==> src/shared/stop_recovery_pkg.sv <==
package stop_recovery_pkg;
   // bus geometry
   localparam int ADDR_W = 8;
   localparam int DATA_W = 32;
   localparam int RECOV_W = 8;

   // register indices; byte address is four times the index
   localparam logic [5:0] IDX_RECOV = 6'h0B;
   localparam logic [5:0] IDX_CTRL = 6'h0C;
   localparam logic [5:0] IDX_STATUS = 6'h0D;
   localparam logic [5:0] IDX_IRQ_STATUS = 6'h0E;
   localparam logic [5:0] IDX_IRQ_MASK = 6'h0F;

   // bit positions
   localparam int RECOV_FLAG_BIT = 7;
   localparam int CTRL_ENTER_STOP_BIT = 0;
   localparam int CTRL_HALT_BIT = 1;
   localparam int STATUS_STOPPED_BIT = 0;
   localparam int STATUS_DELAY_BIT = 1;
   localparam int STATUS_HALT_BIT = 2;
   localparam int IRQ_W = 2;
   localparam int IRQ_WAKE_BIT = 0;
   localparam int IRQ_STOP_BIT = 1;

   // wake sources
   typedef enum logic [2:0] {
      SRC_RESET_ONLY = 3'h0,
      SRC_PORT3_BIT0 = 3'h1,
      SRC_PORT3_BIT1 = 3'h2,
      SRC_PORT3_BIT2 = 3'h3,
      SRC_PORT3_BIT3 = 3'h4,
      SRC_PORT2_BIT7 = 3'h5,
      SRC_NOR_PORT2_LOW = 3'h6,
      SRC_NOR_PORT2_ALL = 3'h7
   } wake_src_e;

   // writable part of the recovery control register, bits 6..0
   typedef struct packed {
      logic polarity_high;
      logic por_delay;
      wake_src_e src;
      logic div2_bypass;
      logic div16;
   } recov_ctrl_s;

   localparam logic [6:0] RECOV_CTRL_RESET = 7'h20;

   // external pin group
   typedef struct packed {
      logic ext_reset_n;
      logic [7:0] port2;
      logic [3:0] port3;
   } wake_pins_s;

   localparam int PIN_W = 13;

   typedef enum logic [1:0] {
      ST_RUN = 2'h0,
      ST_STOP = 2'h1,
      ST_DELAY = 2'h3,
      ST_RESTART = 2'h2
   } pwr_state_e;

   localparam logic [15:0] RESTART_ADDR = 16'h000C;
   localparam logic [1:0] RESP_OKAY = 2'h0;
   localparam logic [1:0] RESP_SLVERR = 2'h2;

   // timing
   localparam int CLK_MHZ = 25;
   localparam int T_POR_US = 1000;
   localparam int POR_DELAY_CYCLES_DEF = T_POR_US * CLK_MHZ;
   localparam int DLY_W = 16;
   localparam int DIV_CNT_W = 5;
   localparam logic [3:0] DIV16_MASK = 4'hF;
   localparam logic [4:0] DIV32_MASK = 5'h1F;
endpackage

==> src/rtl/pin_sync.sv <==
`timescale 1ns/1ps
module pin_sync import stop_recovery_pkg::*; #(
   parameter int WIDTH = PIN_W
) (
   // clock and reset
   input wire logic aclk,
   input wire logic aresetn,
   // pins and synchronised copy
   input wire logic [WIDTH-1:0] pin_i,
   output logic [WIDTH-1:0] sync_o
);
   logic [WIDTH-1:0] meta_q;
   logic [WIDTH-1:0] sync_q;

   genvar gi;
   generate
      for (gi = 0; gi < WIDTH; gi++) begin : g_bit
         always_ff @(posedge aclk) begin
            if (!aresetn) begin
               meta_q[gi] <= 1'b1;
               sync_q[gi] <= 1'b1;
            end else begin
               meta_q[gi] <= pin_i[gi];
               sync_q[gi] <= meta_q[gi];
            end
         end
      end
   endgenerate

   assign sync_o = sync_q;
endmodule

==> src/rtl/clock_scaler.sv <==
`timescale 1ns/1ps
module clock_scaler import stop_recovery_pkg::*; (
   // clock and reset
   input wire logic aclk,
   input wire logic aresetn,
   // settings
   input wire logic run_i,
   input wire logic div2_bypass_i,
   input wire logic div16_i,
   // tick
   output logic tick_o
);
   logic [DIV_CNT_W-1:0] cnt_q;
   logic [DIV_CNT_W-1:0] cnt_d;
   logic tick_q;
   logic tick_d;

   // settings are used combinationally so a change acts at once
   always_comb begin
      cnt_d = run_i ? cnt_q + 5'h01 : cnt_q;
      tick_d = 1'b0;
      if (run_i) begin
         if (div16_i) begin
            tick_d = div2_bypass_i ? (cnt_q[3:0] == DIV16_MASK) : (cnt_q == DIV32_MASK);
         end else begin
            tick_d = div2_bypass_i ? 1'b1 : cnt_q[0];
         end
      end
   end

   always_ff @(posedge aclk) begin
      if (!aresetn) begin
         cnt_q <= 5'h00;
         tick_q <= 1'b0;
      end else begin
         cnt_q <= cnt_d;
         tick_q <= tick_d;
      end
   end

   assign tick_o = tick_q;
endmodule

==> src/rtl/stop_recovery_clock_control.sv <==
`timescale 1ns/1ps
// Notes on behaviour
// control writable except bit 7; reads hide
// flag set on recovery, cleared by power-on
// flag cold after reset, warm after wake
// bit 6 picks active wake level
// bit 5 inserts reset delay after wake
// fast wake source held five input periods
// bits 4:2 pick the wake source
// software sets port3 pins digital first
// bit 0 divides clocks by sixteen
// bit 1 bypasses the divide-by-two stage
// control register sits at index 0Bh
// divider bits act at once, no reset
// every stop exit restarts at 000Ch
module stop_recovery_clock_control import stop_recovery_pkg::*; #(
   parameter int POR_DELAY_CYCLES = POR_DELAY_CYCLES_DEF
) (
   // clock and reset
   input wire logic aclk,
   input wire logic aresetn,
   // axi4-lite write address and data
   input wire logic awvalid,
   output logic awready,
   input wire logic [ADDR_W-1:0] awaddr,
   input wire logic [2:0] awprot,
   input wire logic wvalid,
   output logic wready,
   input wire logic [DATA_W-1:0] wdata,
   input wire logic [3:0] wstrb,
   // axi4-lite write response
   output logic bvalid,
   input wire logic bready,
   output logic [1:0] bresp,
   // axi4-lite read
   input wire logic arvalid,
   output logic arready,
   input wire logic [ADDR_W-1:0] araddr,
   input wire logic [2:0] arprot,
   output logic rvalid,
   input wire logic rready,
   output logic [DATA_W-1:0] rdata,
   output logic [1:0] rresp,
   // wake pins and reset sources
   input wire wake_pins_s pins_i,
   input wire logic wdt_timeout_i,
   // clocks and restart
   output logic osc_run_o,
   output logic core_clk_en_o,
   output logic timer_clk_en_o,
   output logic restart_o,
   output logic [15:0] restart_addr_o,
   // interrupt
   output logic irq_o
);
   localparam logic [ADDR_W-1:0] ADDR_RECOV = {IDX_RECOV, 2'b00};
   localparam logic [ADDR_W-1:0] ADDR_CTRL = {IDX_CTRL, 2'b00};
   localparam logic [ADDR_W-1:0] ADDR_STATUS = {IDX_STATUS, 2'b00};
   localparam logic [ADDR_W-1:0] ADDR_IRQ_STATUS = {IDX_IRQ_STATUS, 2'b00};
   localparam logic [ADDR_W-1:0] ADDR_IRQ_MASK = {IDX_IRQ_MASK, 2'b00};
   localparam logic [DLY_W-1:0] DLY_LOAD = DLY_W'(POR_DELAY_CYCLES - 1);

   ////////////////////////////////////////////////////////////////////////////////
   // pin synchroniser and clock scaler
   wake_pins_s pins_s;
   logic tick;
   pwr_state_e state_q;
   pwr_state_e state_d;
   recov_ctrl_s ctrl_q;
   recov_ctrl_s ctrl_d;
   logic halt_q;
   logic halt_d;

   pin_sync #(.WIDTH(PIN_W)) u_sync (
      .aclk(aclk),
      .aresetn(aresetn),
      .pin_i(pins_i),
      .sync_o(pins_s)
   );

   clock_scaler u_scaler (
      .aclk(aclk),
      .aresetn(aresetn),
      .run_i(state_q != ST_STOP),
      .div2_bypass_i(ctrl_q.div2_bypass),
      .div16_i(ctrl_q.div16),
      .tick_o(tick)
   );

   ////////////////////////////////////////////////////////////////////////////////
   // register bus
   logic aw_have_q, aw_have_d, w_have_q, w_have_d;
   logic [ADDR_W-1:0] aw_addr_q, aw_addr_d;
   logic [DATA_W-1:0] w_data_q, w_data_d;
   logic [3:0] w_strb_q, w_strb_d;
   logic bvalid_q, bvalid_d, rvalid_q, rvalid_d;
   logic [1:0] bresp_q, bresp_d, rresp_q, rresp_d;
   logic [DATA_W-1:0] rdata_q, rdata_d;
   logic [ADDR_W-1:0] wr_addr;
   logic [DATA_W-1:0] wr_data;
   logic [3:0] wr_strb;
   logic do_write, do_read, wr_lane0;
   logic flag_q;
   logic [IRQ_W-1:0] ist_q, ist_d, imask_q, imask_d, ist_set;

   assign awready = !aw_have_q && !bvalid_q;
   assign wready = !w_have_q && !bvalid_q;
   assign arready = !rvalid_q;
   assign wr_addr = aw_have_q ? aw_addr_q : awaddr;
   assign wr_data = w_have_q ? w_data_q : wdata;
   assign wr_strb = w_have_q ? w_strb_q : wstrb;
   assign do_write = (aw_have_q || (awvalid && awready)) && (w_have_q || (wvalid && wready));
   assign do_read = arvalid && arready;
   assign wr_lane0 = do_write && wr_strb[0];

   always_comb begin
      aw_have_d = aw_have_q;
      aw_addr_d = aw_addr_q;
      w_have_d = w_have_q;
      w_data_d = w_data_q;
      w_strb_d = w_strb_q;
      bvalid_d = bvalid_q && !bready;
      bresp_d = bresp_q;
      rvalid_d = rvalid_q && !rready;
      rresp_d = rresp_q;
      rdata_d = rdata_q;
      if (awvalid && awready) begin
         aw_have_d = 1'b1;
         aw_addr_d = awaddr;
      end
      if (wvalid && wready) begin
         w_have_d = 1'b1;
         w_data_d = wdata;
         w_strb_d = wstrb;
      end
      if (do_write) begin
         aw_have_d = 1'b0;
         w_have_d = 1'b0;
         bvalid_d = 1'b1;
         unique case (wr_addr)
            ADDR_RECOV, ADDR_CTRL, ADDR_STATUS, ADDR_IRQ_STATUS, ADDR_IRQ_MASK: bresp_d = RESP_OKAY;
            default: bresp_d = RESP_SLVERR;
         endcase
      end
      if (do_read) begin
         rvalid_d = 1'b1;
         rresp_d = RESP_OKAY;
         rdata_d = '0;
         unique case (araddr)
            ADDR_RECOV: rdata_d[RECOV_FLAG_BIT] = flag_q;
            ADDR_CTRL: rdata_d[CTRL_HALT_BIT] = halt_q;
            ADDR_STATUS: begin
               rdata_d[STATUS_STOPPED_BIT] = (state_q == ST_STOP);
               rdata_d[STATUS_DELAY_BIT] = (state_q == ST_DELAY);
               rdata_d[STATUS_HALT_BIT] = halt_q;
            end
            ADDR_IRQ_STATUS: rdata_d[IRQ_W-1:0] = ist_q;
            ADDR_IRQ_MASK: rdata_d[IRQ_W-1:0] = imask_q;
            default: rresp_d = RESP_SLVERR;
         endcase
      end
   end

   always_ff @(posedge aclk) begin
      if (!aresetn) begin
         aw_have_q <= 1'b0;
         aw_addr_q <= '0;
         w_have_q <= 1'b0;
         w_data_q <= '0;
         w_strb_q <= 4'h0;
         bvalid_q <= 1'b0;
         bresp_q <= RESP_OKAY;
         rvalid_q <= 1'b0;
         rresp_q <= RESP_OKAY;
         rdata_q <= '0;
      end else begin
         aw_have_q <= aw_have_d;
         aw_addr_q <= aw_addr_d;
         w_have_q <= w_have_d;
         w_data_q <= w_data_d;
         w_strb_q <= w_strb_d;
         bvalid_q <= bvalid_d;
         bresp_q <= bresp_d;
         rvalid_q <= rvalid_d;
         rresp_q <= rresp_d;
         rdata_q <= rdata_d;
      end
   end

   assign bvalid = bvalid_q;
   assign bresp = bresp_q;
   assign rvalid = rvalid_q;
   assign rresp = rresp_q;
   assign rdata = rdata_q;

   ////////////////////////////////////////////////////////////////////////////////
   // wake source selection and sequencer
   logic src_level, src_wake, ext_wake, wdt_wake, any_wake, flag_d, enter_stop;
   logic [DLY_W-1:0] dly_q, dly_d;

   always_comb begin
      unique case (ctrl_q.src)
         SRC_RESET_ONLY: src_level = 1'b0;
         SRC_PORT3_BIT0: src_level = pins_s.port3[0];
         SRC_PORT3_BIT1: src_level = pins_s.port3[1];
         SRC_PORT3_BIT2: src_level = pins_s.port3[2];
         SRC_PORT3_BIT3: src_level = pins_s.port3[3];
         SRC_PORT2_BIT7: src_level = pins_s.port2[7];
         SRC_NOR_PORT2_LOW: src_level = ~|pins_s.port2[3:0];
         SRC_NOR_PORT2_ALL: src_level = ~|pins_s.port2;
      endcase
   end

   // a source pulse shorter than the synchroniser may be missed
   assign src_wake = (ctrl_q.src != SRC_RESET_ONLY)
                     && (src_level == ctrl_q.polarity_high);
   assign ext_wake = !pins_s.ext_reset_n;
   assign wdt_wake = wdt_timeout_i;
   assign any_wake = src_wake || ext_wake || wdt_wake;
   assign enter_stop = wr_lane0 && (wr_addr == ADDR_CTRL) && wr_data[CTRL_ENTER_STOP_BIT];

   always_comb begin
      state_d = state_q;
      dly_d = dly_q;
      flag_d = flag_q;
      ctrl_d = ctrl_q;
      halt_d = halt_q;
      if (wr_lane0 && (wr_addr == ADDR_RECOV)) begin
         ctrl_d = recov_ctrl_s'(wr_data[RECOV_W-2:0]);
      end
      if (wr_lane0 && (wr_addr == ADDR_CTRL)) begin
         halt_d = wr_data[CTRL_HALT_BIT];
      end
      if (irq_o) begin
         halt_d = 1'b0;
      end
      unique case (state_q)
         ST_RUN: begin
            if (enter_stop) begin
               state_d = ST_STOP;
               halt_d = 1'b0;
            end
         end
         ST_STOP: begin
            if (any_wake) begin
               flag_d = src_wake && !wdt_wake && !ext_wake;
               dly_d = DLY_LOAD;
               state_d = ctrl_q.por_delay ? ST_DELAY : ST_RESTART;
            end
         end
         ST_DELAY: begin
            if (dly_q == '0) begin
               state_d = ST_RESTART;
            end else begin
               dly_d = dly_q - 16'h0001;
            end
         end
         ST_RESTART: state_d = ST_RUN;
      endcase
   end

   always_ff @(posedge aclk) begin
      if (!aresetn) begin
         state_q <= ST_RUN;
         dly_q <= '0;
         flag_q <= 1'b0;
         ctrl_q <= recov_ctrl_s'(RECOV_CTRL_RESET);
         halt_q <= 1'b0;
      end else begin
         state_q <= state_d;
         dly_q <= dly_d;
         flag_q <= flag_d;
         ctrl_q <= ctrl_d;
         halt_q <= halt_d;
      end
   end

   assign osc_run_o = (state_q != ST_STOP);
   assign core_clk_en_o = tick && !halt_q && (state_q == ST_RUN);
   assign timer_clk_en_o = tick && (state_q == ST_RUN);
   assign restart_o = (state_q == ST_RESTART);
   assign restart_addr_o = RESTART_ADDR;

   ////////////////////////////////////////////////////////////////////////////////
   // interrupts: set wins over write-one-to-clear
   assign ist_set[IRQ_WAKE_BIT] = (state_q == ST_STOP) && any_wake;
   assign ist_set[IRQ_STOP_BIT] = (state_q == ST_RUN) && enter_stop;

   always_comb begin
      ist_d = ist_q;
      imask_d = imask_q;
      if (wr_lane0 && (wr_addr == ADDR_IRQ_STATUS)) begin
         ist_d = ist_q & ~wr_data[IRQ_W-1:0];
      end
      if (wr_lane0 && (wr_addr == ADDR_IRQ_MASK)) begin
         imask_d = wr_data[IRQ_W-1:0];
      end
      ist_d = ist_d | ist_set;
   end

   always_ff @(posedge aclk) begin
      if (!aresetn) begin
         ist_q <= '0;
         imask_q <= '0;
      end else begin
         ist_q <= ist_d;
         imask_q <= imask_d;
      end
   end

   assign irq_o = |(ist_q & imask_q);
endmodule

==> config.mk <==
export PLATFORM = sky130hd
export DESIGN_NAME = stop_recovery_clock_control
export DESIGN_NICKNAME = d
export VERILOG_FILES = /design/src/shared/stop_recovery_pkg.sv /design/src/rtl/pin_sync.sv /design/src/rtl/clock_scaler.sv /design/src/rtl/stop_recovery_clock_control.sv
export SDC_FILE = /design/constraint.sdc
export NUM_CORES = 1
export LEC_CHECK = 0
export BUFFER_PORTS_ARGS = -buffer_cell sky130_fd_sc_hd__buf_2
export CAP_MARGIN = 5
export CORE_MARGIN = 5
export CORE_UTILIZATION = 51
export DETAILED_ROUTE_END_ITERATION = 10
export PLACE_DENSITY = 0.8
export RECOVER_POWER = 50
export SETUP_SLACK_MARGIN = 0.3
export SYNTH_ARGS = -nofsm -noshare
export SYNTH_HDL_FRONTEND = slang
export SYNTH_SLANG_ARGS = --single-unit
export TNS_END_PERCENT = 20
==> constraint.sdc <==
create_clock -name aclk -period 2.25 [get_ports aclk]
set_input_delay 0 -clock aclk [delete_from_list [all_inputs] [get_ports aclk]]
set_output_delay 0 -clock aclk [all_outputs]
set_load 0.02 [all_outputs]
==> flow_summary.toml, run 1 <==
[die]
die_w_um = 102
core_area_sq_um = 8180
initial_core_util_pct = 52.3
die_h_um = 102
io_pins = 141
die-area_sq_um = 10300
num_rows = 33

[timing]
drv_slew = 0
clock.fmax_mhz = 475
skew_ns = 0.00580
worst_pin_slew_ns = 0.748
finalSetupTns_ns = 0
finalSetupViolCount = 0
min_period_ns = 2.10
fin_crit_sh_pct = 93.5
relSlewSlack_pct = 50.1
finalHoldViolations = 0
rsz0062_at_grt = "yes"
setup_ws_ns = 0.146

[logic_synthesis]
yosys_warnings = 0
synth_compound_gate_area_share_pct = 12.0
synth_cell_types = 63
yosys_register_bits = 89
synth_area_sq_um = 4270
synthAdderAreaFrac_pct = 0.878
synthCells = 463
synth_mux_area_share_pct = 10.6
synth_xor_area_share_pct = 0.820
synth-seq-area-share_pct = 41.7
postSynthAreaPerCell_sq_um = 9.23
synth-edff-count = 0
synth_top_family_by_area = "simple AND/OR/NAND/NOR gates"
dominantRegCellSynth = "dfxtp_1"
ys_async_sr_fraction_pct = 0
synthSimpleGateAreaFrac_pct = 22.7

[final_layout]
fillers = 682
num_antenna_cells = 0
final_common_cell = "dfxtp_1"
nets = 641
drive_gt1_share_pct = 18.4
stdcell_count = 669
mostFrequentLayoutCells = "87 x dfxtp_1, 49 x nor2_1, 46 x conb_1, 46 x buf_2, 35 x dlygate4sd3_1"
synthToLayoutAreaGrowth_pct = 19.7
multiInputGateArea_sq_um = 2220
seq_area_sq_um = 1780

[global_route]
antenna_found_initial = 0
grt_overflow = 0
grt_use_total_pct = 18.2
grt_first_pass_wirelength_mm = 14.9
grt_max_degree = 50
grt_pass1_vias = 3317

[worst_setup_path]
cp.required_ns = 2.47
reg2reg_to = "dly_q[12]"
crit_type = "reg -> reg"
arrival_ns = 2.32
start_kind = "register"
worstPathMaxFanout = 5
r2r_setup_slack_ns = 0.15
rr_worst_depth = 8
end_kind = "register"
regToRegStartpoint = "dly_q[1]"

[cts]
clk_path_buf_depth = 2
cts_tree = "built"
numCtsBuffers = 9
clk_transition_reported_paths_ns = 0.08
clk_latency_ns = 0.35
cts_root_buf = "clkbuf_8"
clock_sinks = 89
cts_max_level = 3

[drt]
routed_wl_mm = 9.32
ant_nets = 0
via_count = 3474
vias_per_cell = 5.19
wire_per_inst_um = 13.9
drt_iter0_drc = 143
dr.pass1.iters = 4
drc = 0

[power_and_ir_drop]
total_power_uw = 3230
leakagePower_uw = 0.00220
peakVddDrop_mv = 0.547
powerDensity_nw_per_um2 = 632

[placed_design]
pre_cts_ws_ns = 0.0733
place_congestion = 0.870
dpl.cell_count = 615
io_buffers = 60
hpwl_mm = 6.20

[job]
drv_cap = 0

[status]
outcome = "finished, final reports clean"

[min_path]
worst_hold_path.endpoint = "state_q[0]"
hold_start = "wdt_timeout_i"
hp-class = "in -> reg"
hold_path_depth = 4
-- power breakdown --
group,leakage (uW),internal [uW],switching [uW]
Clock,0.000103,575,542
Combinational,0.00137,185,262
Sequential,0.000729,1640,35.1
Total,0.00220,2400,840
-- how the worst max path moves through the flow --
stage / startpoint / endpoint / slack (ns)
floorplan: dly_q[1] / dly_q[0] / 0.23
global placement: dly_q[1] / dly_q[13] / 0.14
global route: dly_q[1] / dly_q[9] / 0.03
CTS: dly_q[1] / dly_q[12] / 0.11
detailed placement: dly_q[1] / dly_q[4] / 0.07
finish: dly_q[1] / dly_q[12] / 0.15
-- synth_stat cells, types with 2 or more instances --
cell type  instances  share of area, %
a21oi_1           18               2.1
a41oi_1            4              0.82
and2_1             5              0.73
and3_1             3              0.44
buf_2              2              0.23
buf_4             47               8.3
buf_6              2              0.53
clkbuf_1          14               1.2
conb_1             2              0.18
dfxtp_1           89                42
ha_1               3              0.88
inv_1              8              0.70
mux2_2             8               2.1
mux2i_1           34               8.0
nand2_1           21               1.8
nand2b_1          30               4.4
nand3_1           15               1.8
nand4_1            5              0.73
nor2_1            49               4.3
nor2b_1            7               1.0
nor3_1            11               1.3
nor3b_1            4              0.70
nor4_1             9               1.3
o21a_1             2              0.35
o21ai_0            7              0.82
o21ai_1            4              0.47
o21ai_2            2              0.41
o22ai_1            5              0.73
o311a_1            5               1.2
o31a_1             9               1.8
o41ai_1            2              0.41
or3_1              4              0.59
xor2_1             3              0.62
-- routing by layer --
metal | routed length, um | vias to the layer above | part of all wire, % | track usage, %
li1 | - | 1727 | - | -
met1 | 3790 | 1635 | 41 | 20.1
met2 | 4800 | 102 | 52 | 33.5
met3 | 622 | 10 | 6.7 | 5.37
met4 | 107 | 0 | 1.1 | 5.62
met5 | 0 | - | 0 | 0
-- stage by stage --
stage / hold slack (ns) / utilization [%] / area, sq um
2_1_floorplan: 0.100 / - / 4470
3_3_place_gp: 0.180 / 55.3 / 4520
3_5_place_dp: 0.183 / 55.3 / 4520
4_1_cts: 0.0317 / 62.6 / 5120
5_1_grt: 0.0588 / 62.6 / 5120
6_report: 0.0510 / 62.6 / 5120
-- flip-flops by register name (all words and copies together) (netlist names), 4 cells and up --
register        flops
u_sync.sync_o      13
dly_q              16
u_scaler.cnt_q      5
rdata               4
w_data_q            7
aw_addr_q           8
u_sync.meta_q      13
ctrl_q              7
-- critical path, stage by stage, from the launching register on --
cell and delay [ns]:
dfxtp_2 0.35, inv_2 0.07, ha_4 0.13, or3b_4 0.40, nor4b_2 0.37, nand2_2 0.16
o311a_1 0.30, a21oi_1 0.11, o22ai_1 0.08
-- layout make-up --
cell class | instances | area share [%]
clock buffers | 12 | 3.03
clock inverters | 4 | 1.00
inverters | 9 | 0.660
multi-input cells | 343 | 43.5
flip-flops and latches | 89 | 34.9
well taps | 105 | 2.57
repair buffers | 107 | 14.4
-- kinds of logic (layout without fill, tap and decap cells) --
kind of cell,count (synthesis),after routing
adders and majority gates,3,3
DFF,89,89
and+or+nand+nor,177,177
other,2,46
xor gates and xnor gates,4,4
muxes,43,43
buffers and inverters,75,132
AOI/OAI and AO/OA,70,70
-- timing repair --
item | in CTS | in global routing
setup buffers | 2 | 1
endpoints found under the hold margin | 35 | 0
gates resized for setup | 1 | 2
pin swaps | 2 | 2
endpoints found under the setup margin | 18 | 24
hold buffers | 35 | 0
Note: power is estimated with default switching activity, not from simulation.
==> run 2, diff against run 1 <==
--- a/config.mk
+++ b/config.mk
@@ -5,6 +5,7 @@
 export SDC_FILE = /design/constraint.sdc
 export NUM_CORES = 1
 export LEC_CHECK = 0
+export ABC_AREA = 1
 export BUFFER_PORTS_ARGS = -buffer_cell sky130_fd_sc_hd__buf_2
 export CAP_MARGIN = 5
 export CORE_MARGIN = 5
==> run 2 against run 1 <==
Effect of this change: core utilization fell by 2.5 points; via count grew 14%; routed wire length up 2.4%; hold slack worse by 0.022 ns; register-to-register slack improved by 0.23 ns; first-iteration DRC count increased by 29%; largest cell class unchanged.
==> flow_summary.toml, run 2 <==
[cts]
cts_tree = "built"
numCtsBuffers = 9
cts_max_level = 3
clk_path_buf_depth = 2
cts_root_buf = "clkbuf_8"
clk_transition_reported_paths_ns = 0.10
clk_latency_ns = 0.35
clock_sinks = 89

[die]
io_pins = 141
initial_core_util_pct = 51.6
die_h_um = 103
die-area_sq_um = 10700
num_rows = 34
die_w_um = 103
core_area_sq_um = 8640

[logic_synthesis]
postSynthAreaPerCell_sq_um = 7.04
synthTopCellsByCount = "114 x nand2_1, 104 x nor2_1, 89 x dfxtp_1"
yosysMostFrequentCell = "nand2_1"
yosys_warnings = 0
synth-edff-count = 0
ys_async_sr_fraction_pct = 0
synthCells = 633
synth-seq-area-share_pct = 40.0
yosys-top-cells-area = "dfxtp_1 40%, nand2_1 9.6%, nor2_1 8.8%"
netlist.area_leader.share_pct = 40.0
synth_area_sq_um = 4460
synth_area_leader_cell = "dfxtp_1"
dominantRegCellSynth = "dfxtp_1"
yosys_register_bits = 89
synth_cell_types = 39

[timing]
rsz0062_at_grt = "no"
worst_pin_slew_ns = 0.841
finalHoldViolations = 0
skew_ns = 0.00796
setup_ws_ns = 0.376
finalSetupViolCount = 0
drv_slew = 0
relSlewSlack_pct = 43.9
clock.fmax_mhz = 534
finalSetupTns_ns = 0
fin_crit_sh_pct = 83.3
min_period_ns = 1.87

[worst_setup_path]
r2r_setup_slack_ns = 0.38
crit_type = "reg -> reg"
rr_worst_depth = 10
worstPathMaxFanout = 15
arrival_ns = 2.13
critPathCapture = "state_q[0]"
end_kind = "register"
startpoint = "w_have_q"
start_kind = "register"
cp.required_ns = 2.51
regToRegStartpoint = "w_have_q"
reg2reg_to = "state_q[0]"

[drt]
drc = 0
wire_per_inst_um = 11.4
ant_nets = 0
drt_iter0_drc = 184
routed_wl_mm = 9.54
dr.pass1.iters = 7
via_count = 3975
vias_per_cell = 4.75

[power_and_ir_drop]
p_seq_share_pct = 51.7
leakagePower_uw = 0.00239
clkPwrFrac_pct = 32.2
peakVddDrop_mv = 0.492
intPower_uw = 2290
switching_power_uw = 1050
switching_share_pct = 31.5
power.share.combinational_pct = 16.1
powerDensity_nw_per_um2 = 644

[final_layout]
num_antenna_cells = 0
mostFrequentLayoutCells = "114 x nand2_1, 105 x nor2_1, 88 x dfxtp_1, 60 x inv_1, 48 x buf_2"
synthToLayoutAreaGrowth_pct = 16.4
nets = 806
final_common_cell = "nand2_1"
drive_gt1_share_pct = 16.3
regMostFlops = "dly_q"
largest_register_ffs = 16

[placed_design]
hpwl_mm = 6.55
pre_cts_ws_ns = 0.304
io_buffers = 60
place_congestion = 0.860

[min_path]
hold_start = "araddr[3]"
hp-class = "in -> reg"

[global_route]
grt_max_degree = 54
grt_overflow = 0
grt_first_pass_wirelength_mm = 15.8
antenna_found_initial = 0
grt_pass1_vias = 3627
grt_use_total_pct = 18.4

[job]
drv_cap = 0

[status]
outcome = "finished, final reports clean"
==> run 2: cell count changes after synthesis, moves of 9 or more <==
cell      delta
nand2_1     +93
nor2_1      +55
inv_1       +50
o21ai_0     +37
mux2i_1     -34
or2_2       +31
nand2b_1    -30
a21oi_1     +18
nand3_1     +18
o31a_1       -9
==> run 2: worst max-delay path: stages (launching register included) <==
cell,delay (ns)
dfxtp_1,0.45
nor2_1,0.18
nand2_1,0.13
nand2_1,0.14
nand3_1,0.15
nor2_1,0.16
nand3_1,0.16
a21oi_1,0.21
nand3_1,0.10
nand2_1,0.07
inv_1,0.04
==> run 2: worst min path at each step <==
stage,to,cells past startpoint
after detailed placement,u_sync.meta_q[2],2
after global routing,rdata[2],4
after CTS,rdata[2],4
after floorplan,u_sync.meta_q[0],1
after global placement,u_sync.meta_q[8],2
final,rdata[2],4
==> run 2: kinds of logic (layout without fill, tap and decap cells) <==
family | Yosys count | after routing | share of synthesized area [%]
xor+xnor | 3 | 3 | 0.589
compound gates | 91 | 91 | 10.9
flops | 89 | 89 | 40.0
other cells | 2 | 46 | 0.168
fa+ha+maj | 3 | 3 | 0.842
buf+inv | 128 | 180 | 15.2
simple gates | 317 | 317 | 32.3
==> run 2: power by group through the flow <==
stage | combinational [uW] | clock (uW) | sequential [uW]
detailed placement | 491 | 0 | 1760
finish | 537 | 1080 | 1730
global route | 608 | 1170 | 1740
CTS | 539 | 1100 | 1730
global placement | 475 | 0 | 1760
floorplan | 429 | 0 | 1750
==> run 2: repair_timing <==
item	in CTS	in global routing
buffers inserted	0	1
hold buffers	35	0
endpoints found under the setup margin	1	15
cloned	0	0
gates resized for setup	1	3
pin swaps	0	1
endpoints found under the hold margin	34	0
==> run 2: stage by stage <==
step                      cells  hold WS [ns]  utilization [%]  cell area, sq um  total power (uW)
after CTS                   836        0.0118             60.2              5190              3370
after global placement      785         0.184             53.8              4650              2230
after floorplan             677         0.107                -              4620              2180
after detailed placement    785         0.188             53.8              4650              2260
after global routing        837        0.0488             60.1              5190              3520
final                       837        0.0290             60.1              5190              3340
==> run 2: layer usage <==
| layer | global-route usage [%] | share of wire, % | vias to the layer above |
|---|---|---|---|
| met5 | 0 | 0 | - |
| met4 | 6.77 | 1.1 | 0 |
| met3 | 3.76 | 5.1 | 8 |
| met2 | 32.7 | 51 | 96 |
| met1 | 21.7 | 43 | 1783 |
| li1 | - | - | 2088 |
==> run 2: layout make-up <==
class	instances	area (sq um)
clock buffer	9	124
clock inverter	7	71.3
fill	748	3450
inverter	65	246
multi-input combinational	460	2160
sequential	89	1790
tap	108	135
timing repair buffer	99	662
==> run 3, diff against run 2 <==
--- a/config.mk
+++ b/config.mk
@@ -9,9 +9,9 @@
 export BUFFER_PORTS_ARGS = -buffer_cell sky130_fd_sc_hd__buf_2
 export CAP_MARGIN = 5
 export CORE_MARGIN = 5
-export CORE_UTILIZATION = 51
+export CORE_UTILIZATION = 46
 export DETAILED_ROUTE_END_ITERATION = 10
-export PLACE_DENSITY = 0.8
+export PLACE_DENSITY = 0.76
 export RECOVER_POWER = 50
 export SETUP_SLACK_MARGIN = 0.3
 export SYNTH_ARGS = -nofsm -noshare
==> constraint.sdc (replaced) <==
create_clock -name aclk -period 1.66 [get_ports aclk]
set_input_delay 0 -clock aclk [delete_from_list [all_inputs] [get_ports aclk]]
set_output_delay 0 -clock aclk [all_outputs]
set_load 0.02 [all_outputs]
==> run 3 against run 2 <==
Effect of this change: the flow now finishes with violations (negative setup slack); power is 42% higher; via count increased by 9.0%; register-to-register slack lost 0.38 ns; die area grew 9.8%; routed wire length increased by 17%; hold slack worse by 0.018 ns; fmax increased by 13%; setup slack got worse by 0.38 ns; largest cell class unchanged; largest power group unchanged.
==> flow_summary.toml, run 3 (synthesis gave the netlist of run 2 again) <==
[global_route]
grt_overflow = 0
grt_pass1_vias = 3912
grt_first_pass_wirelength_mm = 17.4
antenna_found_initial = 0
grt_use_total_pct = 17.9
grt_max_degree = 54

[timing]
relSlewSlack_pct = 61.6
worst_pin_slew_ns = 0.576
finalHoldViolations = 0
clock.fmax_mhz = 602
min_period_ns = 1.66
rsz0062_at_grt = "yes"
skew_ns = 0.0210
drv_slew = 0
finalSetupViolCount = 1
fin_crit_sh_pct = 100
setup_ws_ns = -0.00232

[final_layout]
fin_util_pct = 61.8
regMostFlops = "dly_q"
drive_gt1_share_pct = 30.9
seq_area_sq_um = 1800
synthToLayoutAreaGrowth_pct = 33.0
largest_register_ffs = 16
final_common_cell = "nand2_1"
mostFrequentLayoutCells = "94 x nand2_1, 91 x nor2_1, 81 x dfxtp_1, 51 x inv_1, 49 x buf_2"
fillers = 808
num_antenna_cells = 0
nets = 841
multiInputGateArea_sq_um = 2550
design_area_sq_um = 5930

[cts]
clock_sinks = 89
numCtsBuffers = 9
clk_latency_ns = 0.37
clk_path_buf_depth = 2
clk_transition_reported_paths_ns = 0.10
cts_max_level = 3
cts_tree = "built"
cts_root_buf = "clkbuf_8"

[drt]
routed_wl_mm = 11.2
via_count = 4333
ant_nets = 0
wire_per_inst_um = 12.5
dr.pass1.iters = 5
drc = 0
drt_iter0_drc = 223
vias_per_cell = 4.83

[power_and_ir_drop]
leakagePower_uw = 0.00265
peakVddDrop_mv = 0.503
powerDensity_nw_per_um2 = 802

[status]
violations = "negative setup slack"
outcome = "finished, violations left"

[placed_design]
io_buffers = 60
hpwl_mm = 7.15
place_congestion = 0.830
postPlaceCellArea_sq_um = 4970

[worst_setup_path]
start_kind = "register"
crit_type = "reg -> reg"
arrival_ns = 1.93
cp.required_ns = 1.93
end_kind = "register"
worstPathMaxFanout = 11

[die]
initial_core_util_pct = 46.5
num_rows = 36
die_w_um = 108
die-area_sq_um = 11800
io_pins = 141
core_area_sq_um = 9590
die_h_um = 108

[job]
drv_cap = 0

[min_path]
hp-class = "in -> reg"
-- run 3: cell count changes in the layout (fill, tap and decap cells not counted), moves of 9 or more --
| cell | previous run | this run |
|---|---|---|
| buf_4 | 3 | 31 |
| nand2_1 | 114 | 94 |
| nand2_2 | 1 | 17 |
| nand3_1 | 33 | 19 |
| nor2_1 | 105 | 91 |
| a21oi_1 | 36 | 24 |
| a21oi_2 | 0 | 12 |
| nand3_2 | 2 | 13 |
| nor2_4 | 2 | 13 |
| inv_1 | 60 | 51 |
-- run 3: layout make-up --
cell class | instances | share of cell area (%)
inverters | 65 | 4.43
well taps | 133 | 2.81
flip-flops and latches | 89 | 30.4
repair buffers | 132 | 16.0
multi-input cells | 462 | 43.0
clock inverters | 7 | 1.37
clock buffers | 9 | 2.09
-- run 3: worst max-delay path: stages (launching register included) --
cell     delay [ns]
dfxtp_2        0.35
inv_2          0.08
ha_4           0.15
nand2_4        0.06
nor3_4         0.15
inv_2          0.08
nor2_4         0.11
nand3_2        0.09
nand2_4        0.10
inv_8          0.06
buf_4          0.14
a21oi_2        0.14
nor2_1         0.06
-- run 3: final timing paths --
kind	startpoint	end	depth (start not counted)	slack, ns
min reg2reg	u_sync.meta_q[6]	u_sync.sync_o[6]	1	0.42
min	wvalid	w_strb_q[0]	4	0.01
max reg2reg	dly_q[0]	dly_q[7]	12	-0.002
max	dly_q[0]	dly_q[7]	12	-0.002
-- run 3: timing repair --
item                                    in CTS  in global routing
endpoints found under the setup margin      35                 41
buffers inserted                             6                  4
hold buffers                                35                  0
gates resized for setup                     17                 72
cloned                                       1                  1
pin swaps                                    3                 25
hold endpoints to repair                    35                  0
-- run 3: through the flow --
step,total power [uW],setup TNS (ns),hold slack [ns],worst slack (ns),instances
after CTS,4700,0,0.00738,0.0385,892
after floorplan,2990,0,0.107,0.117,677
after global placement,3090,0,0.184,0.0492,834
final,4750,-0.00232,0.0113,-0.00232,897
after global routing,4980,-0.659,0.0330,-0.0903,897
after detailed placement,3120,-0.233,0.187,-0.0318,834
-- run 3: power breakdown --
group	total [uW]	switching [uW]	leakage, uW	internal [uW]
logic	913	582	0.00182	331
registers	2340	83.9	0.000734	2260
clock network	1500	899	0.000103	601
-- run 3: layer usage --
metal / wire length, um / global-route usage, %
met5: 0 / 0
met4: 246 / 6.13
met3: 667 / 3.88
met2: 5790 / 31.5
met1: 4500 / 21.6
